==> src/design/gpint_pkg.sv <==
package gpint_pkg;
	localparam int GPINT_NPINS = 10;
	// printed offsets are register indices; byte address is four times the index
	localparam logic [7:0] GPINT_IDX_MODE = 8'h0c;
	localparam logic [7:0] GPINT_IDX_DIR = 8'h0d;
	localparam logic [7:0] GPINT_IDX_SET = 8'h0e;
	localparam logic [7:0] GPINT_IDX_CLR = 8'h0f;
	localparam logic [7:0] GPINT_IDX_LEVEL = 8'h10;
	localparam logic [7:0] GPINT_IDX_MASK = 8'h11;
	localparam logic [7:0] GPINT_IDX_FMT = 8'h12;
	localparam logic [7:0] GPINT_IDX_UART = 8'h20;
	localparam logic [15:0] GPINT_RST_DIR = 16'h0000;
	localparam logic [15:0] GPINT_RST_MASK = 16'h0100;
	localparam logic [15:0] GPINT_RST_FMT = 16'h0000;
	localparam logic [15:0] GPINT_RST_MODE = 16'h0300;
	localparam int GPINT_FMT_CUSTOM_BIT = 0;
	localparam int GPINT_FMT_BRKEN_BIT = 1;
	localparam logic [7:0] GPINT_REQ_TYPE = 8'ha1;
	localparam logic [7:0] GPINT_NOTIF = 8'h20;
	localparam logic [15:0] GPINT_WLEN = 16'h0002;
	localparam int GPINT_PKT_BYTES = 10;
	// pin mode field codes
	localparam logic [2:0] GPINT_MODE_GPIO = 3'h0;
	localparam logic [2:0] GPINT_MODE_RTSCTS = 3'h1;
	localparam logic [2:0] GPINT_MODE_DTRDSR = 3'h2;
	localparam logic [2:0] GPINT_MODE_RS485A = 3'h3;
	localparam logic [2:0] GPINT_MODE_RS485F = 3'h4;
	typedef struct packed {
		logic overrun;
		logic parity;
		logic framing;
		logic ring;
		logic brk;
		logic dsr;
		logic cd;
	} gpint_uart_t;
	typedef struct packed {
		logic [7:0] data;
		logic last;
	} gpint_byte_t;
endpackage

==> src/design/gpint_top.sv <==
`timescale 1ns/1ps
// Operation
// - direction bit 0 makes pin input, 1 output; reset zero
// - alternate-function pins ignore direction, set and clear controls
// - set port: ones drive outputs high, zeros leave unchanged
// - clear port: ones drive outputs low, zeros leave unchanged
// - set and clear do nothing to input pins
// - level register reads present level of all ten pins
// - writing level register sets ones and clears zeros on outputs
// - unmasked input change makes a packet; mask resets to 0x100
// - masking applies to all inputs, general or alternate
// - masked pins still show level in reads and packets
// - break enable bit lets a received break cause a packet
// - format bit picks standard (0) or customized (1) packet
// - standard header: a1, 20, zero value and index, length 2
// - standard data: overrun D6 down to carrier detect D0
// - overrun reported when receive characters were discarded
// - custom packet: pin levels then pin change bits, low byte first
// - custom status byte: overrun, parity, framing, break in bits 3..0
// - three-bit mode field hands handshake pins to alternate functions
module gpint_top
	import gpint_pkg::*;
(
	// clock and reset
	input wire logic CLOCK,
	input wire logic RST_B,
	input wire logic CE,
	// axi4-lite slave
	input wire logic [7:0] S_AXI_AWADDR,
	input wire logic S_AXI_AWVALID,
	output logic S_AXI_AWREADY,
	input wire logic [31:0] S_AXI_WDATA,
	input wire logic [3:0] S_AXI_WSTRB,
	input wire logic S_AXI_WVALID,
	output logic S_AXI_WREADY,
	output logic [1:0] S_AXI_BRESP,
	output logic S_AXI_BVALID,
	input wire logic S_AXI_BREADY,
	input wire logic [7:0] S_AXI_ARADDR,
	input wire logic S_AXI_ARVALID,
	output logic S_AXI_ARREADY,
	output logic [31:0] S_AXI_RDATA,
	output logic [1:0] S_AXI_RRESP,
	output logic S_AXI_RVALID,
	input wire logic S_AXI_RREADY,
	// pins
	input wire logic [GPINT_NPINS-1:0] PIN_IN,
	output logic [GPINT_NPINS-1:0] PIN_OUT,
	output logic [GPINT_NPINS-1:0] PIN_OE,
	// alternate-function drive from the uart
	input wire logic [GPINT_NPINS-1:0] ALT_OUT,
	input wire logic [GPINT_NPINS-1:0] ALT_OE,
	// uart status events, same clock
	input wire gpint_uart_t UART_STATUS,
	input wire logic UART_ERR_EVENT,
	input wire logic UART_BREAK_EVENT,
	// interrupt packet byte stream
	output gpint_byte_t PKT_BYTE,
	output logic PKT_VALID,
	input wire logic PKT_READY,
	// pin mode field visible to the uart
	output logic [15:0] PIN_MODE
);
	////////////////////////////////////////////////////////////////
	typedef enum logic [1:0] {GPINT_IDLE, GPINT_SEND} gpint_state_t;

	logic [GPINT_NPINS-1:0] sync1_reg, sync2_reg, prev_reg;
	logic [GPINT_NPINS-1:0] dir_reg, out_reg, mask_reg, chg_reg, snap_chg_reg, snap_lvl_reg;
	logic [1:0] fmt_reg;
	logic [15:0] mode_reg;
	logic [6:0] snap_uart_reg;
	logic aw_reg, w_reg, bvalid_reg, rvalid_reg;
	logic [7:0] awaddr_reg;
	logic [31:0] wdata_reg, rdata_reg;
	logic [1:0] bresp_reg, rresp_reg;
	logic pend_reg;
	logic [3:0] cnt_reg;
	gpint_state_t state_reg;

	////////////////////////////////////////////////////////////////
	// alternate-function ownership per pin
	wire [2:0] mode_sel = mode_reg[2:0];
	wire rs485_on_7 = mode_reg[4];
	wire [GPINT_NPINS-1:0] alt_map;
	assign alt_map[1:0] = 2'h0;
	assign alt_map[3:2] = (mode_sel == GPINT_MODE_DTRDSR) ? 2'h3 : 2'h0;
	assign alt_map[4] = (mode_sel == GPINT_MODE_RTSCTS);
	assign alt_map[5] = (mode_sel == GPINT_MODE_RTSCTS) ||
		(!rs485_on_7 && (mode_sel == GPINT_MODE_RS485A || mode_sel == GPINT_MODE_RS485F));
	assign alt_map[6] = mode_reg[7];
	assign alt_map[7] = rs485_on_7 && (mode_reg[6:5] != 2'h0);
	assign alt_map[9:8] = mode_reg[9:8];
	wire [GPINT_NPINS-1:0] gp_out = ~alt_map & dir_reg;
	wire [GPINT_NPINS-1:0] in_dir = (alt_map & ~ALT_OE) | (~alt_map & ~dir_reg);

	assign PIN_OE = (alt_map & ALT_OE) | gp_out;
	assign PIN_OUT = (alt_map & ALT_OUT) | (~alt_map & out_reg);
	assign PIN_MODE = mode_reg;

	////////////////////////////////////////////////////////////////
	// axi4-lite write path
	wire aw_hs = S_AXI_AWVALID && S_AXI_AWREADY;
	wire w_hs = S_AXI_WVALID && S_AXI_WREADY;
	wire [7:0] wa_cur = aw_reg ? awaddr_reg : S_AXI_AWADDR;
	wire [31:0] wd_cur = w_reg ? wdata_reg : S_AXI_WDATA;
	wire have_aw = aw_reg || aw_hs;
	wire have_w = w_reg || w_hs;
	wire do_wr = have_aw && have_w && !bvalid_reg;
	wire [7:0] w_idx = {2'h0, wa_cur[7:2]};
	wire w_lo = S_AXI_WSTRB[0] || w_reg;
	wire w_ok = (w_idx >= GPINT_IDX_MODE) && (w_idx <= GPINT_IDX_FMT);
	wire wr_mode = do_wr && w_lo && w_idx == GPINT_IDX_MODE;
	wire wr_dir = do_wr && w_lo && w_idx == GPINT_IDX_DIR;
	wire wr_set = do_wr && w_lo && w_idx == GPINT_IDX_SET;
	wire wr_clr = do_wr && w_lo && w_idx == GPINT_IDX_CLR;
	wire wr_lvl = do_wr && w_lo && w_idx == GPINT_IDX_LEVEL;
	wire wr_mask = do_wr && w_lo && w_idx == GPINT_IDX_MASK;
	wire wr_fmt = do_wr && w_lo && w_idx == GPINT_IDX_FMT;
	wire [GPINT_NPINS-1:0] wbits = wd_cur[GPINT_NPINS-1:0]; // upper bits dropped
	wire [GPINT_NPINS-1:0] gp_ctl = ~alt_map & dir_reg;
	wire [GPINT_NPINS-1:0] out_set = wr_set ? (wbits & gp_ctl) : '0;
	wire [GPINT_NPINS-1:0] out_clr = wr_clr ? (wbits & gp_ctl) : '0;
	wire [GPINT_NPINS-1:0] out_lvl = wr_lvl ? gp_ctl : '0;
	wire [GPINT_NPINS-1:0] out_next = (out_reg & ~out_lvl & ~out_clr) | (wbits & out_lvl) | out_set;

	assign S_AXI_AWREADY = !aw_reg && !bvalid_reg;
	assign S_AXI_WREADY = !w_reg && !bvalid_reg;
	assign S_AXI_BVALID = bvalid_reg;
	assign S_AXI_BRESP = bresp_reg;

	////////////////////////////////////////////////////////////////
	// axi4-lite read path
	wire ar_hs = S_AXI_ARVALID && S_AXI_ARREADY;
	wire [7:0] r_idx = {2'h0, S_AXI_ARADDR[7:2]};
	wire [GPINT_NPINS-1:0] pad10 = '0;
	wire [31:0] rd_mux =
		(r_idx == GPINT_IDX_MODE) ? {16'h0, mode_reg} :
		(r_idx == GPINT_IDX_DIR) ? {22'h0, dir_reg} :
		(r_idx == GPINT_IDX_LEVEL) ? {22'h0, sync2_reg} :
		(r_idx == GPINT_IDX_MASK) ? {22'h0, mask_reg} :
		(r_idx == GPINT_IDX_FMT) ? {30'h0, fmt_reg} :
		{22'h0, pad10}; // write-only ports read zero
	wire r_ok = (r_idx >= GPINT_IDX_MODE) && (r_idx <= GPINT_IDX_FMT);
	assign S_AXI_ARREADY = !rvalid_reg;
	assign S_AXI_RVALID = rvalid_reg;
	assign S_AXI_RDATA = rdata_reg;
	assign S_AXI_RRESP = rresp_reg;

	////////////////////////////////////////////////////////////////
	// change detection and trigger
	wire [GPINT_NPINS-1:0] edges = (sync2_reg ^ prev_reg) & in_dir & ~mask_reg;
	wire brk_trig = UART_BREAK_EVENT && fmt_reg[GPINT_FMT_BRKEN_BIT];
	wire trig = (|edges) || brk_trig || UART_ERR_EVENT;
	wire start = (state_reg == GPINT_IDLE) && (pend_reg || trig);
	wire pkt_take = PKT_VALID && PKT_READY;
	wire custom = fmt_reg[GPINT_FMT_CUSTOM_BIT];
	wire [3:0] last_idx = custom ? 4'h4 : 4'(GPINT_PKT_BYTES - 1);
	wire [6:0] u = UART_STATUS; // overrun bit passed through from receive path
	wire [15:0] std_data = {9'h0, snap_uart_reg};
	wire [7:0] cust_stat = {4'h0, snap_uart_reg[6], snap_uart_reg[5], snap_uart_reg[4], snap_uart_reg[2]};
	wire [15:0] lvl16 = {6'h0, snap_lvl_reg};
	wire [15:0] chg16 = {6'h0, snap_chg_reg};
	logic [7:0] byte_sel;
	always_comb begin
		byte_sel = 8'h00;
		if (custom) begin
			case (cnt_reg)
				4'h0: byte_sel = lvl16[7:0];
				4'h1: byte_sel = lvl16[15:8];
				4'h2: byte_sel = chg16[7:0];
				4'h3: byte_sel = chg16[15:8];
				4'h4: byte_sel = cust_stat;
				default: byte_sel = 8'h00;
			endcase
		end else begin
			case (cnt_reg)
				4'h0: byte_sel = GPINT_REQ_TYPE;
				4'h1: byte_sel = GPINT_NOTIF;
				4'h6: byte_sel = GPINT_WLEN[7:0];
				4'h7: byte_sel = GPINT_WLEN[15:8];
				4'h8: byte_sel = std_data[7:0];
				4'h9: byte_sel = std_data[15:8];
				default: byte_sel = 8'h00;
			endcase
		end
	end
	assign PKT_VALID = (state_reg == GPINT_SEND);
	// byte for the beat on offer: selected from the snapshot registers, so it stands until taken
	assign PKT_BYTE = '{data: byte_sel, last: (cnt_reg == last_idx)};

	////////////////////////////////////////////////////////////////
	always_ff @(posedge CLOCK) begin
		if (!RST_B) begin
			sync1_reg <= '0;
			sync2_reg <= '0;
			prev_reg <= '0;
			dir_reg <= GPINT_RST_DIR[GPINT_NPINS-1:0];
			out_reg <= '0;
			mask_reg <= GPINT_RST_MASK[GPINT_NPINS-1:0];
			fmt_reg <= GPINT_RST_FMT[1:0];
			mode_reg <= GPINT_RST_MODE;
			aw_reg <= 1'b0;
			w_reg <= 1'b0;
			awaddr_reg <= 8'h00;
			wdata_reg <= 32'h0;
			bvalid_reg <= 1'b0;
			bresp_reg <= 2'h0;
			rvalid_reg <= 1'b0;
			rdata_reg <= 32'h0;
			rresp_reg <= 2'h0;
		end else if (CE) begin
			sync1_reg <= PIN_IN;
			sync2_reg <= sync1_reg;
			prev_reg <= sync2_reg;
			out_reg <= out_next;
			if (wr_dir) dir_reg <= wbits;
			if (wr_mask) mask_reg <= wbits;
			if (wr_fmt) fmt_reg <= wd_cur[1:0];
			if (wr_mode) mode_reg <= {6'h0, wd_cur[9:0]};
			if (aw_hs && !do_wr) begin
				aw_reg <= 1'b1;
				awaddr_reg <= S_AXI_AWADDR;
			end else if (do_wr) aw_reg <= 1'b0;
			if (w_hs && !do_wr) begin
				w_reg <= 1'b1;
				wdata_reg <= S_AXI_WDATA;
			end else if (do_wr) w_reg <= 1'b0;
			if (do_wr) begin
				bvalid_reg <= 1'b1;
				bresp_reg <= w_ok ? 2'h0 : 2'h2;
			end else if (S_AXI_BREADY) bvalid_reg <= 1'b0;
			if (ar_hs) begin
				rvalid_reg <= 1'b1;
				rdata_reg <= rd_mux;
				rresp_reg <= r_ok ? 2'h0 : 2'h2;
			end else if (S_AXI_RREADY) rvalid_reg <= 1'b0;
		end
	end

	always_ff @(posedge CLOCK) begin
		if (!RST_B) begin
			state_reg <= GPINT_IDLE;
			chg_reg <= '0;
			snap_chg_reg <= '0;
			snap_lvl_reg <= '0;
			snap_uart_reg <= 7'h0;
			pend_reg <= 1'b0;
			cnt_reg <= 4'h0;
		end else if (CE) begin
			case (state_reg)
				GPINT_IDLE: begin
					if (start) begin
						snap_chg_reg <= chg_reg | edges;
						chg_reg <= '0;
						snap_lvl_reg <= sync2_reg;
						snap_uart_reg <= u;
						pend_reg <= 1'b0;
						cnt_reg <= 4'h0;
						state_reg <= GPINT_SEND;
					end
				end
				GPINT_SEND: begin
					chg_reg <= chg_reg | edges;
					if (trig) pend_reg <= 1'b1; // a trigger during a packet is not lost
					if (pkt_take) begin
						if (cnt_reg == last_idx) state_reg <= GPINT_IDLE;
						else cnt_reg <= cnt_reg + 4'h1;
					end
				end
				default: state_reg <= GPINT_IDLE;
			endcase
		end
	end
endmodule

==> config.mk <==
export PLATFORM = sky130hd
export DESIGN_NAME = gpint_top
export DESIGN_NICKNAME = d
export VERILOG_FILES = /design/src/design/gpint_pkg.sv /design/src/design/gpint_top.sv
export SDC_FILE = /design/constraint.sdc
export NUM_CORES = 1
export LEC_CHECK = 0
export CAP_MARGIN = 20
export CORE_MARGIN = 2
export CORE_UTILIZATION = 45
export CTS_BUF_LIST = sky130_fd_sc_hd__clkbuf_16
export CTS_CLUSTER_DIAMETER = 50
export DETAILED_ROUTE_END_ITERATION = 12
export DONT_BUFFER_PORTS = 1
export PLACE_DENSITY = 0.65
export SLEW_MARGIN = 10
export SYNTH_ARGS = -nofsm -noshare
export SYNTH_HDL_FRONTEND = slang
export SYNTH_SLANG_ARGS = --single-unit
==> constraint.sdc <==
create_clock -name CLOCK -period 4.1 [get_ports CLOCK]
set_input_delay 0.41 -clock CLOCK [delete_from_list [all_inputs] [get_ports CLOCK]]
set_output_delay 0.41 -clock CLOCK [all_outputs]
set_load 0.1 [all_outputs]
; ---- Word level (Yosys, flattened, before mapping)
; Index checks and enable logic that the tools add are counted.
[classes]
reduce_logical = 64
shift = 0
n_div = 0
bitwise = 25
multipliers = 0
addsub = 1
n_eq_ne = 29
muxes = 37
magnitude_cmp = 4
[op_table]
columns = op, count
row1 = 10-bit bitwise AND, 12
row2 = 10-bit two-way mux, 9
row3 = 10-bit NOT, 6
row4 = 10-bit bitwise OR, 6
row5 = 8-bit case mux with 5 select lines, 1
row6 = 6-bit by 4-bit equality test with 1-bit output (second input constant), 6
row7 = 6-bit by 5-bit equality test with 1-bit output (second input constant), 6
row8 = 8-bit case mux with 4 select lines, 1
row9 = 1-bit logical AND, 24
row10 = 2-bit AND reduction, 12
row11 = 10-bit case mux with 2 select lines, 1
row12 = 4-bit two-way mux, 4
row13 = 8-bit two-way mux, 2
row14 = 2-bit two-way mux, 7
row15 = 6-bit by 4-bit greater-or-equal comparator with 1-bit output (second input constant), 2
row16 = 6-bit by 5-bit <= comparator with 1-bit output (second input constant), 2
row17 = 2-bit nonzero test, 6
row18 = 10-bit OR reduction, 1
row19 = 10-bit bitwise XOR, 1
row20 = 1-bit two-way mux, 9
row21 = 4-bit by 2-bit equality test with 1-bit output (second input constant), 2
row22 = 4-bit by 3-bit equality test with 1-bit output (second input constant), 2
row23 = 1-bit logical OR, 8
row24 = 4-bit case mux with 2 select lines, 1
row25 = other kinds (18), 29
[word_totals]
out_inout_bits = 87
input_bits = 100
ramBits = 0
rom_bits = 0
memories = 0
latchBits = 0
elab_cells = 184
ff_bits = 174

; ---- Depth between registers and ports, before layout
; Gate-level depths: netlist of the first run.
[depth]
word_depth = 16
mapped_depth = 9
depth_no_buf = 8

; ---- Worst setup path before layout of the first run
; Ideal clock, no wire load.
[synth_path]
path_kind = flip-flop to output port
from = register cnt_reg[0]
to = output PKT_BYTE[2] (netlist bit)
path_buffers = 1
arrival_time_ns = 3.294
stages_incl_launch_ff = 8
t_required_ns = 3.690
slack_ns = 0.396
cell_sequence = dfxtp_1 -> inv_1 -> ha_1 -> clkbuf_1 -> nand3_1 -> nor2_1 -> a31oi_1 -> o21ai_0
[synth_rtl]
columns = element, line_no
row1 = from (decl), gpint_top.sv:77  ; logic [3:0] cnt_reg;
row2 = from (signal assigned), gpint_top.sv:267  ; else cnt_reg <= cnt_reg + 4'h1;
row3 = to (decl), gpint_top.sv:58  ; output gpint_byte_t PKT_BYTE,

; ---- Worst setup path in the final report of the first run
[layout_path]
from = register mode_reg[0] (netlist: PIN_MODE[0])
to = register snap_lvl_reg[9]
[layout_between]
elab_chain_cells = 15
word_cells_on_any_way = 20
cone_classes = eq/ne: 4 / mux: 1 / bitwise: 6 / reduce/logical: 9
[layout_rtl]
columns = element, line_no
row1 = from (decl), gpint_top.sv:70  ; logic [15:0] mode_reg;
row2 = from (signal assigned), gpint_top.sv:219  ; if (wr_mode) mode_reg <= {6'h0, wd_cur[9:0]};
row3 = 3-bit by 2-bit equality test with 1-bit output or 3-bit equality test (tied branches), gpint_top.sv:89  ; (!rs485_on_7 && (mode_sel == GPINT_MODE_RS485A || mode_sel == GPINT_MODE_RS485F));
row4 = 1-bit logical OR, gpint_top.sv:89
row5 = 1-bit logical AND, gpint_top.sv:89
row6 = 1-bit logical OR, gpint_top.sv:88  ; assign alt_map[5] = (mode_sel == GPINT_MODE_RTSCTS) ||
row7 = 10-bit NOT, gpint_top.sv:94  ; wire [GPINT_NPINS-1:0] in_dir = (alt_map & ~ALT_OE) | (~alt_map & ~dir_reg);
row8 = 10-bit bitwise AND, gpint_top.sv:94
row9 = 10-bit bitwise OR (*), gpint_top.sv:94
row10 = 10-bit bitwise AND (*) (2 in a row), gpint_top.sv:151  ; wire [GPINT_NPINS-1:0] edges = (sync2_reg ^ prev_reg) & in_dir & ~mask_reg;
row11 = 10-bit OR reduction (*), gpint_top.sv:153  ; wire trig = (|edges) || brk_trig || UART_ERR_EVENT;
row12 = 1-bit logical OR (*) (2 in a row), gpint_top.sv:153
row13 = 1-bit logical OR (*), gpint_top.sv:154  ; wire start = (state_reg == GPINT_IDLE) && (pend_reg || trig);
row14 = 1-bit logical AND (*), gpint_top.sv:154
row15 = 3-bit AND reduction (no line) (*), n/a
row16 = to (signal assigned), gpint_top.sv:255  ; snap_lvl_reg <= sync2_reg;
row17 = to (decl), gpint_top.sv:68  ; logic [GPINT_NPINS-1:0] dir_reg, out_reg, mask_reg, chg_reg, snap_chg_reg, snap_lvl_reg;
; Every way passes the cells marked *; elsewhere a longest branch is shown, timed or not.
; A chain may end at the register's enable or synchronous reset.

==> results of run 1 <==
==> through the flow <==
step                      instances  instance area [µm²]  hold slack [ns]
final                          1031                 7871          0.07171
after global routing           1031                 7871          0.05218
after CTS                      1031                 7871          0.04882
after detailed placement       1001                 7338           0.4596
after global placement         1000                 7333           0.4562
after floorplan                 844                 7308           0.4319
==> layout make-up <==
cell class	count	area (µm²)
fill	1517	7899
inverter	9	35.03
timing repair buffer	28	220.2
clock buffer	17	425.4
sequential	147	2944
tap	216	270.3
multi-input combinational	601	3869
clock inverter	13	107.6
==> cells by family after synthesis <==
logic type                 synth area share, %
and+or+nand+nor                          18.91
buffers and inverters                    7.386
adders and majority gates               0.6952
other                                  0.05209
muxes                                    14.13
AOI/OAI and AO/OA                        16.74
DFF                                      40.88
xor gates and xnor gates                 1.216
==> power breakdown <==
| part | internal, mW | total (mW) | switching (mW) | leakage [nW] |
|---|---|---|---|---|
| Sequential | 1.48 | 1.61 | 0.130 | 1.19 |
| Clock | 0.867 | 1.43 | 0.560 | 0.281 |
| Combinational | 0.111 | 0.443 | 0.332 | 1.53 |
==> layout by cell type, fill, tap and decap left out, types with 5 or more instances in the layout <==
cell type and n:
a211oi_1 34, a21oi_1 16, a221oi_1 5, a22o_1 8
a22oi_1 18, a31oi_1 20, and3_1 5, buf_4 26
clkbuf_16 17, conb_1 30, dfxtp_1 146, inv_1 14
mux2_2 13, mux2i_1 87, nand2_1 51, nand3_1 13
nand3b_1 6, nor2_1 139, nor2_2 5, nor3_1 32
o21ai_0 27, o22ai_1 6, xnor2_1 10
==> how the worst max path moves through the flow <==
| stage | depth (start not counted) | start | to |
|---|---|---|---|
| finish | 7 | PIN_MODE[0]$_SDFFE_PN0P_ | snap_lvl_reg[9]$_SDFFE_PN0P_ |
| global route | 7 | PIN_MODE[0]$_SDFFE_PN0P_ | snap_lvl_reg[5]$_SDFFE_PN0P_ |
| CTS | 7 | PIN_MODE[0]$_SDFFE_PN0P_ | snap_lvl_reg[9]$_SDFFE_PN0P_ |
| detailed placement | 7 | PIN_MODE[0]$_SDFFE_PN0P_ | snap_lvl_reg[9]$_SDFFE_PN0P_ |
| global placement | 7 | PIN_MODE[0]$_SDFFE_PN0P_ | snap_lvl_reg[6]$_SDFFE_PN0P_ |
| floorplan | 7 | cnt_reg[0]$_SDFFE_PN0P_ | PKT_BYTE[2] |
==> metal layers <==
metal / up-vias / GRT usage [%] / routed length (µm)
li1: 2853 / - / -
met1: 2734 / 28.20 / 8035
met3: 25 / 6.067 / 1488
met4: 2 / 8.198 / 334
met2: 196 / 33.98 / 8470
met5: - / 0 / 13
==> worst reg2reg max path, delay by kind of cell (launching register included) <==
kind,cells,cell delay [ns]
mux,1,0.24
buf+inv,1,0.28
flops,1,0.65
compound gates,2,1.06
simple gates,3,0.81
==> key figures, run 1 <==
Synth
  – Biggest area consumer among synthesized cells: dfxtp_1
  – Synthesized area: 7199 µm²
  – Ranking of synthesized cells by area: dfxtp_1, mux2i_1, nor2_1
  – Yosys cell types: 63
  – Yosys reg bits: around 150
  – Yosys top cell area share: about two fifths
  – Syn Inst Count: 815
  – Most frequent cell after synthesis: dfxtp_1
  – Synth cell count leaders: dfxtp_1, nor2_1, mux2i_1, nand2_1, clkbuf_1
  – Asr flop ratio synth: 0%
  – Post-synth top flop: dfxtp_1
  – Sequential-to-total area share from yosys stat: between 40% and 50%
  – Synth Warn #: 0
  – Avg Inst Size Synth: between 8 and 9 µm²
  – Post-synth EDFFs: 0

Floorplan
  – Core box area: between 15000 and 20000 µm²
  – Die Span Y: 130.5 µm
  – DIE WIDTH: 130.5 µm
  – Row Count: 46
  – Io pins: ~190
  – Die footprint: 17030 µm²
  – Initial core utilization: 45.65%

GRT
  – Global-route wire length before repair: 28070 µm
  – Gr ovfl total: 0
  – Global-route usage over all layers: 21.56%
  – Antenna violations before repair: 1
  – Vias in the first global route: 5194
  – Largest net degree at the start of global routing: 88

STA
  – Finish-stage setup viols: 0
  – RSZ-0062 raised after global routing: no
  – Crit share post-route: 77.97%
  – Worst slew pin tran: 1.108 ns
  – Clock skew: roughly 0.0068 ns
  – Max-slew violation count: 0
  – Max-slew headroom: 26.02%
  – Fin. Hold Viols: 0
  – Fin crit period: 3.197 ns
  – Post-route setup TNS: 0 ns
  – Setup ws final: 0.9032 ns
  – Fmax: 312.8 MHz

Pwr
  – Tot Pwr: 3.479 mW
  – P_leak: 3.007 nW
  – Peak VDD IR: ~0.30 mV
  – PwrDens: 442.0 nW/µm²

Placement
  – IO Port Bufs: 0
  – Hpwl dp: ~13000 µm
  – Post-placement setup slack: 0.9520 ns
  – GPL Wtd Cong: 0.8572

Cells and area
  – N_diodes: 0
  – Final nets: 908
  – Layout Utilization: 49.91%
  – Synth-to-Final Area Change: 9.333%
  – Share of layout cells above drive strength 1: 10.18%

Critical path
  – CP Launch Type: flop
  – R2r startpoint: PIN_MODE[0]$_SDFFE_PN0P_
  – Worst R2R End: snap_lvl_reg[9]$_SDFFE_PN0P_
  – Data arrival time of the worst path: 3.47 ns
  – Max stage delay cell, worst path: dfxtp_1
  – CP max FO: 36
  – Slowest Stage Delay on Critical Path: 0.65 ns
  – Critical Path End Type: flop
  – Cell Chain, Critical Path: or3b_1 -> a2111oi_4 -> nor3_1 -> a41oi_4 -> buf_12 -> mux2i_1 -> nor2_1
  – CP bufs+invs: 1
  – Worst endpoint required time: 4.37 ns
  – Top Family by Delay on Critical Path: compound AO/OA/AOI/OAI gates
  – R2R cell count: 7
  – Setup slack, reg-to-reg: 0.90 ns
  – Crit Path Category: flop to flop

Routing
  – Wire length per cell: roughly 18 µm
  – DR vias: 5810
  – ANT nets after route: 0
  – Via/cell ratio: 5.635
  – Residual DRC count: 0
  – Final wirelength: 18340 µm
  – Initial drt markers: ~400
  – Detailed Routing Iterations Pass 1: 7

Clocking
  – Post-CTS Setup Repair Bufs: 0
  – Hold buffers post-CTS: 0
  – Clock Pin Slew Worst Setup and Hold Paths: 0.06 ns
  – Root Buffer: clkbuf_16
  – Clk Latency, worst-skew pair: 0.42 ns
  – Post-CTS Resized: 0
  – # clock sinks: 147
  – TritonCTS Buffers: 17
  – CTS Buffer Depth: 2
  – H-tree depth: 4
  – CTS tree: done

Run status
  – Outcome: finished, final reports clean

Min path
  – Hold depth: 1
  – Hold Crit Start: RST_B
  – Worst hold endpoint: PIN_MODE[8]$_SDFFE_PN1P_
  – Hold WC Path Type: input pin to flop

Run
  – Max Cap Viol: 0
Note: power is estimated with default switching activity, not from simulation.
==> run 2: changes to the inputs <==
--- a/config.mk
+++ b/config.mk
@@ -12,7 +12,7 @@
 export CTS_CLUSTER_DIAMETER = 50
 export DETAILED_ROUTE_END_ITERATION = 12
 export DONT_BUFFER_PORTS = 1
-export PLACE_DENSITY = 0.65
+export PLACE_DENSITY = 0.67
 export SLEW_MARGIN = 10
 export SYNTH_ARGS = -nofsm -noshare
 export SYNTH_HDL_FRONTEND = slang
==> constraint.sdc (replaced) <==
create_clock -name CLOCK -period 2.9 [get_ports CLOCK]
set_input_delay 0.29 -clock CLOCK [delete_from_list [all_inputs] [get_ports CLOCK]]
set_output_delay 0.29 -clock CLOCK [all_outputs]
set_load 0.1 [all_outputs]
==> run 2 against run 1 <==
Sequential power up 37%. Critical endpoint is now PKT_BYTE[1]. Sequential share of layout area shrank 1.7 points. Setup slack worse by 0.74 ns. Via count increased by 5.1%. Largest cell class unchanged.
==> key figures, run 2 (synthesized netlist as in run 1, its figures left out) <==
Routing
  – DR vias: 6107 (+5.1%)
  – Residual DRC count: 0 (unchanged)
  – Via/cell ratio: 5.724 (+1.6%)
  – Detailed Routing Iterations Pass 1: 5 (-2)
  – Initial drt markers: 490 (+23%)
  – Wire length per cell: 17.94 µm (+0.87%)
  – ANT nets after route: 0 (unchanged)
  – Final wirelength: 19150 µm (+4.4%)

GRT
  – Vias in the first global route: 5562 (+7.1%)
  – Antenna violations before repair: 0 (-1)
  – Global-route usage over all layers: 22.50% (+0.94 points)
  – Largest net degree at the start of global routing: 73 (-17%)
  – Gr ovfl total: 0 (unchanged)
  – Global-route wire length before repair: 29620 µm (+5.5%)

Critical path
  – Crit Path Category: flop to output port
  – Data arrival time of the worst path: 2.45 ns (-1.02 ns)
  – Worst endpoint required time: 2.61 ns (-1.76 ns)
  – CP Launch Type: flop
  – CP max FO: 10 (-72%)
  – Worst setup path start: cnt_reg[0]$_SDFFE_PN0P_
  – R2r startpoint: PIN_MODE[1]$_SDFFE_PN0P_
  – Critical Path End Type: output port

Floorplan
  – Row Count: 46 (unchanged)
  – Initial core utilization: 45.65% (unchanged)
  – Die footprint: 17030 µm² (unchanged)
  – Core box area: 15770 µm² (unchanged)
  – Die Span Y: 130.5 µm (unchanged)
  – Io pins: 187 (unchanged)
  – DIE WIDTH: 130.5 µm (unchanged)

Pwr
  – Peak VDD IR: 0.4687 mV (+58%)
  – P_leak: 3.231 nW (+7.4%)
  – PwrDens: 654.0 nW/µm² (+48%)

Min path
  – Hold WC Path Type: input pin to flop
  – Hold Crit Start: S_AXI_WDATA[2]

Cells and area
  – Final cell count without fillers: 1067 (+3.5%)
  – Synth-to-Final Area Change: 15.09%
  – Commonest non-fill, non-tap cell in the layout: nor2_1
  – Final nets: 942 (+3.7%)
  – N_diodes: 0 (unchanged)
  – Share of layout cells above drive strength 1: 15.75% (+5.6 points)
  – Most frequent cells in the layout: nor2_1, dfxtp_1, mux2i_1

Clocking
  – Clock Pin Slew Worst Setup and Hold Paths: 0.06 ns (about the same)
  – CTS tree: done
  – Post-CTS Setup Repair Bufs: 0 (unchanged)
  – TritonCTS Buffers: 17 (unchanged)
  – CTS Buffer Depth: 2 (unchanged)
  – Clk Latency, worst-skew pair: 0.43 ns (about the same)
  – Root Buffer: clkbuf_16
  – H-tree depth: 4 (unchanged)
  – # clock sinks: 147 (unchanged)

STA
  – Fin crit period: 2.738 ns
  – Max-slew violation count: 0 (unchanged)
  – Post-route setup TNS: 0 ns (unchanged)
  – Fin. Hold Viols: 0 (unchanged)
  – Worst slew pin tran: 1.040 ns (-0.06835 ns)
  – Fmax: 365.3 MHz
  – Max-slew headroom: 30.59% (+4.6 points)
  – Crit share post-route: 94.41%
  – Clock skew: 0.009620 ns (+0.002834 ns)
  – Finish-stage setup viols: 0 (unchanged)
  – RSZ-0062 raised after global routing: no

Placement
  – Hpwl dp: 13320 µm (+2.8%)
  – IO Port Bufs: 0 (unchanged)
  – GPL Wtd Cong: 0.8639 (+0.78%)
  – Placed Cells: 1033 (+3.2%)

Run status
  – Outcome: finished, final reports clean

Run
  – Max Cap Viol: 0 (unchanged)
[run 2: changes by cell type in the layout (fill, tap and decap cells not counted), moves of 2 or more]
cell,change
buf_4,+33
clkinv_1,-2
clkinv_4,+2
ha_1,-2
ha_2,+2
dlygate4sd3_1,+2
inv_1,-4
dfxtp_2,+8
dfxtp_1,-8
bufinv_16,+4
[run 2: per-stage QoR]
| step | hold WS [ns] | worst slack [ns] | instance area, µm² | total power [mW] | utilization [%] |
|---|---|---|---|---|---|
| 2_1_floorplan | 0.4290 | 0.01622 | 7322 | 2.900 | - |
| 3_3_place_gp | 0.3696 | 0.3132 | 7590 | 2.961 | 48.13 |
| 3_5_place_dp | 0.3714 | 0.2302 | 7590 | 2.967 | 48.13 |
| 4_1_cts | 0.0001089 | 0.1060 | 8279 | 5.424 | 52.50 |
| 5_1_grt | 0.004142 | 0.06117 | 8285 | 5.566 | 52.54 |
| 6_report | 0.007208 | 0.1623 | 8285 | 5.419 | 52.54 |
[run 2: power breakdown]
group	switching (mW)	internal (mW)	total, mW
clock network	0.878	1.61	2.48
registers	0.114	2.09	2.20
logic	0.548	0.181	0.729
[run 2: area by class of cell]
| type | count | area (µm²) |
|---|---|---|
| fillers | 1473 | 7485 |
| multi-input cells | 601 | 3879 |
| flip-flops and latches | 147 | 2954 |
| repair buffers | 62 | 483.0 |
| clock buffers | 17 | 425.4 |
| well taps | 216 | 270.3 |
| clock inverters | 15 | 239.0 |
| inverters | 9 | 35.03 |
[run 2: timing repair]
item / 4_1_cts / 5_1_grt
cloned: 0 / 0
endpoints found under the setup margin: 6 / 8
resized for setup: 1 / 3
hold buffers: 2 / 0
pin swaps: 0 / 0
hold endpoints to repair: 5 / 0
[run 2: critical path, stage by stage (launching register included)]
cell	delay, ns
dfxtp_1	0.47
inv_1	0.14
ha_2	0.29
a22o_1	0.22
a221oi_1	0.30
o21ai_0	0.13
a32o_1	0.22
buf_4	0.23
[run 2: final timing paths]
kind | end | slack, ns | depth (start not counted)
worst max register to register | cnt_reg[1]$_SDFFE_PN0P_ | 0.24 | 7
worst max-delay path | PKT_BYTE[1] | 0.16 | 7
worst min-delay path | wdata_reg[2]$_SDFFE_PN0P_ | 0.007 | 2
worst min register to register | out_reg[5]$_SDFFE_PN0P_ | 0.46 | 2
[run 2: per-layer routing]
| layer | vias up | share of wire [%] | GRT usage [%] | wire (µm) |
|---|---|---|---|---|
| li1 | 2921 | - | - | - |
| met1 | 2924 | 45 | 30.22 | 8697 |
| met2 | 228 | 46 | 35.17 | 8768 |
| met3 | 34 | 6.6 | 5.334 | 1262 |
| met4 | 0 | 2.2 | 8.761 | 419 |
| met5 | - | 0 | 0 | 0 |
==> run 3: changes to the inputs <==
--- a/config.mk
+++ b/config.mk
@@ -5,6 +5,7 @@
 export SDC_FILE = /design/constraint.sdc
 export NUM_CORES = 1
 export LEC_CHECK = 0
+export ABC_AREA = 1
 export CAP_MARGIN = 20
 export CORE_MARGIN = 2
 export CORE_UTILIZATION = 45
==> run 3 against run 2 <==
Area after synthesis grew 1.8%. Setup slack gained 0.058 ns. Final cell count grew 24%. Die area grew 1.8%. Non-clock buffer count shrank 2. Global-route usage grew 2.3 points. Hold slack lost 0.00050 ns. Register-to-register slack gained 0.34 ns. Via count grew 15%. Clock power shrank 21%. Combinational power grew 30%.
==> key figures, run 3 <==
STA
  – Max-slew headroom: 30.01% (-0.58 points)
  – Max-slew violation count: 0 (unchanged)
  – Finish-stage setup viols: 0 (unchanged)
  – Clock skew: 0.007423 ns (-0.002197 ns)
  – Fin crit period: 2.680 ns (-0.05790 ns)
  – RSZ-0062 raised after global routing: no
  – Crit share post-route: 92.41% (-2.0 points)
  – Worst slew pin tran: 1.048 ns (+0.008620 ns)
  – Fmax: 373.2 MHz (+2.2%)
  – Fin. Hold Viols: 0 (unchanged)

Clocking
  – Post-CTS Setup Repair Bufs: 0 (unchanged)
  – Clock Pin Slew Worst Setup and Hold Paths: 0.06 ns (about the same)
  – H-tree depth: 4 (unchanged)
  – TritonCTS Buffers: 17 (unchanged)
  – # clock sinks: 147 (unchanged)
  – Clk Latency, worst-skew pair: 0.43 ns (about the same)
  – CTS tree: done
  – Root Buffer: clkbuf_16
  – CTS Buffer Depth: 2 (unchanged)

Critical path
  – Crit Path Category: flop to output port
  – Cell Chain, Critical Path: inv_1 -> ha_1 -> inv_1 -> nor3_1 -> nand2_1 -> o22ai_2 -> buf_4
  – CP bufs+invs: 3 (+1)
  – CP max FO: 6 (-4)
  – Crit-path most repeated cell: inv_1
  – Worst endpoint required time: 2.61 ns (about the same)
  – Max stage delay cell, worst path: nor3_1
  – Data arrival time of the worst path: 2.39 ns (-0.06 ns)
  – CP Launch Type: flop
  – Critical Path End Type: output port
  – Setup slack, reg-to-reg: 0.58 ns (+0.34 ns)
  – Slowest Stage Delay on Critical Path: 0.38 ns (-0.09 ns)
  – Top Family by Delay on Critical Path: simple AND/OR/NAND/NOR gates

Cells and area
  – Final nets: 1194 (+27%)
  – Synth-to-Final Area Change: 12.50%
  – Most frequent cells in the layout: nand2_1, dfxtp_1, a21oi_1
  – Share of layout cells above drive strength 1: 10.53% (-5.2 points)
  – Fillers: 1632 (+11%)
  – Post-route cell area: 8245 µm² (-0.48%)
  – N_diodes: 0 (unchanged)
  – Commonest non-fill, non-tap cell in the layout: nand2_1
  – Final cell count without fillers: 1318 (+24%)

Synth
  – Biggest area consumer among synthesized cells: dfxtp_1
  – Most frequent cell after synthesis: nand2_1
  – Synth Area in XOR/XNOR: 0.1195% (-1.1 points)
  – Yosys top cell area share: 40.15% (-0.73 points)
  – Asr flop ratio synth: 0% (unchanged)
  – Synth Warn #: 0 (unchanged)
  – Post-synth top flop: dfxtp_1
  – Yosys cell types: 42 (-33%)
  – Synthesized area: 7330 µm² (+1.8%)
  – Ranking of synthesized cells by area: dfxtp_1, nand2_1, a21oi_1
  – Yosys reg bits: 147 (unchanged)
  – Synth Area in Compound Gates: 22.16% (+5.4 points)
  – Avg Inst Size Synth: 6.889 µm² (-22%)
  – Syn Inst Count: 1064 (+31%)
  – Post-Synth Adder-Cell Area: 0.6828% (-0.012 points)
  – Area share of and/or/nand/nor cells after synthesis: 23.78% (+4.9 points)
  – Post-synthesis mux area share: 0.8023% (-13 points)
  – Sequential-to-total area share from yosys stat: 40.15% (-0.73 points)
  – Main combinational cell family by area after synthesis: simple AND/OR/NAND/NOR gates
  – Post-synth EDFFs: 0 (unchanged)
  – Synth cell count leaders: nand2_1, dfxtp_1, a21oi_1, nor2_1, o21ai_0

Run status
  – Outcome: finished, final reports clean

Floorplan
  – DIE WIDTH: 131.6 µm (+0.87%)
  – Die Span Y: 131.6 µm (+0.87%)
  – Initial core utilization: 46.14% (+0.49 points)
  – Row Count: 46 (unchanged)
  – Core box area: 15890 µm² (+0.73%)
  – Io pins: 187 (unchanged)
  – Die footprint: 17330 µm² (+1.8%)

GRT
  – Largest net degree at the start of global routing: 112 (+53%)
  – Global-route wire length before repair: 33890 µm (+14%)
  – Global-route usage over all layers: 24.76% (+2.3 points)
  – Vias in the first global route: 6483 (+17%)
  – Gr ovfl total: 0 (unchanged)
  – Antenna violations before repair: 0 (unchanged)

Placement
  – Placed Cells: 1277 (+24%)
  – Area after DPL: 7635 µm² (+0.59%)
  – GPL Wtd Cong: 0.8697 (+0.67%)
  – IO Port Bufs: 0 (unchanged)
  – Hpwl dp: 15090 µm (+13%)

Routing
  – Final wirelength: 21550 µm (+13%)
  – Initial drt markers: 561 (+14%)
  – Via/cell ratio: 5.344 (-6.6%)
  – ANT nets after route: 0 (unchanged)
  – Detailed Routing Iterations Pass 1: 7 (+2)
  – Wire length per cell: 16.35 µm (-8.9%)
  – Residual DRC count: 0 (unchanged)
  – DR vias: 7043 (+15%)

Pwr
  – Peak VDD IR: 0.4327 mV (-7.7%)
  – P_leak: 3.449 nW (+6.8%)
  – PwrDens: 624.2 nW/µm² (-4.6%)

Run
  – Max Cap Viol: 0 (unchanged)

Min path
  – Hold WC Path Type: input pin to flop
run 3: cell types whose count changed in the layout (fill, tap and decap cells not counted), sizes merged, moves of 15 or more:
cell,before,now
a22oi,18,0
inv,11,110
nor3,32,5
a211oi,34,4
nand3,13,60
nand2,51,199
mux2i,87,1
nor2,144,129
a21oi,17,138
o21ai,30,133
run 3: what timing repair did:
action | in CTS | in global routing
hold endpoints to repair | 22 | 0
hold buffers | 10 | 0
endpoints found under the setup margin | 0 | 1
resized for setup | 0 | 1
run 3: per-layer routing:
layer / track usage (%) / vias to the layer above / part of all wire [%]
li1: - / 3501 / -
met1: 32.67 / 3257 / 44
met2: 39.35 / 241 / 46
met3: 5.980 / 44 / 7.4
met4: 9.058 / 0 / 2.7
met5: 0 / - / 0
run 3: path summary, 6_finish.rpt:
kind	cells past startpoint	endpoint	start
setup / recovery	7	PKT_BYTE[3]	cnt_reg[0]$_SDFFE_PN0P_
hold / removal	2	sync1_reg[9]$_SDFFE_PN0P_	PIN_IN[9]
setup reg to reg	8	cnt_reg[0]$_SDFFE_PN0P_	fmt_reg[0]$_SDFFE_PN0P_
hold reg to reg	2	wdata_reg[3]$_SDFFE_PN0P_	wdata_reg[3]$_SDFFE_PN0P_
run 3: cell families (layout without fill, tap and decap cells):
kind of cell             Yosys count  in the layout
adder cells (fa/ha/maj)            4              4
AO/OA/AOI/OAI                    305            305
multiplexers                       5              5
other                              1             30
AND/OR/NAND/NOR                  411            411
buffers and inverters            190            199
flip-flops                       147            147
XOR/XNOR                           1              1
run 3: report_power, final:
group / internal (mW) / total, mW / leakage [nW] / switching, mW
sequential: 2.12 / 2.25 / 1.20 / 0.125
combinational: 0.201 / 0.947 / 1.98 / 0.747
clock: 1.14 / 1.95 / 0.266 / 0.818
run 3: cell type report:
| class | count | area [µm²] | area share (%) |
|---|---|---|---|
| Multi-Input combinational cell | 756 | 3637 | 44.11 |
| Timing Repair Buffer | 60 | 475.5 | 5.766 |
| Sequential cell | 147 | 2949 | 35.77 |
| Inverter | 108 | 405.4 | 4.917 |
| Tap cell | 216 | 270.3 | 3.278 |
| Clock buffer | 17 | 425.4 | 5.159 |
| Clock inverter | 14 | 82.58 | 1.002 |
run 3: per-stage QoR:
step | setup slack, ns | setup TNS [ns] | utilization [%] | power [mW] | hold slack (ns)
after floorplan | -0.5952 | -1.263 | - | 3.096 | 0.4249
after detailed placement | 0.6164 | 0 | 48.06 | 3.210 | 0.3964
after global placement | 0.6089 | 0 | 48.06 | 3.198 | 0.3954
final | 0.2202 | 0 | 51.91 | 5.147 | 0.006708
after global routing | 0.02029 | 0 | 51.91 | 5.334 | 0.004587
after CTS | 0.1530 | 0 | 51.89 | 5.157 | 0.0005193
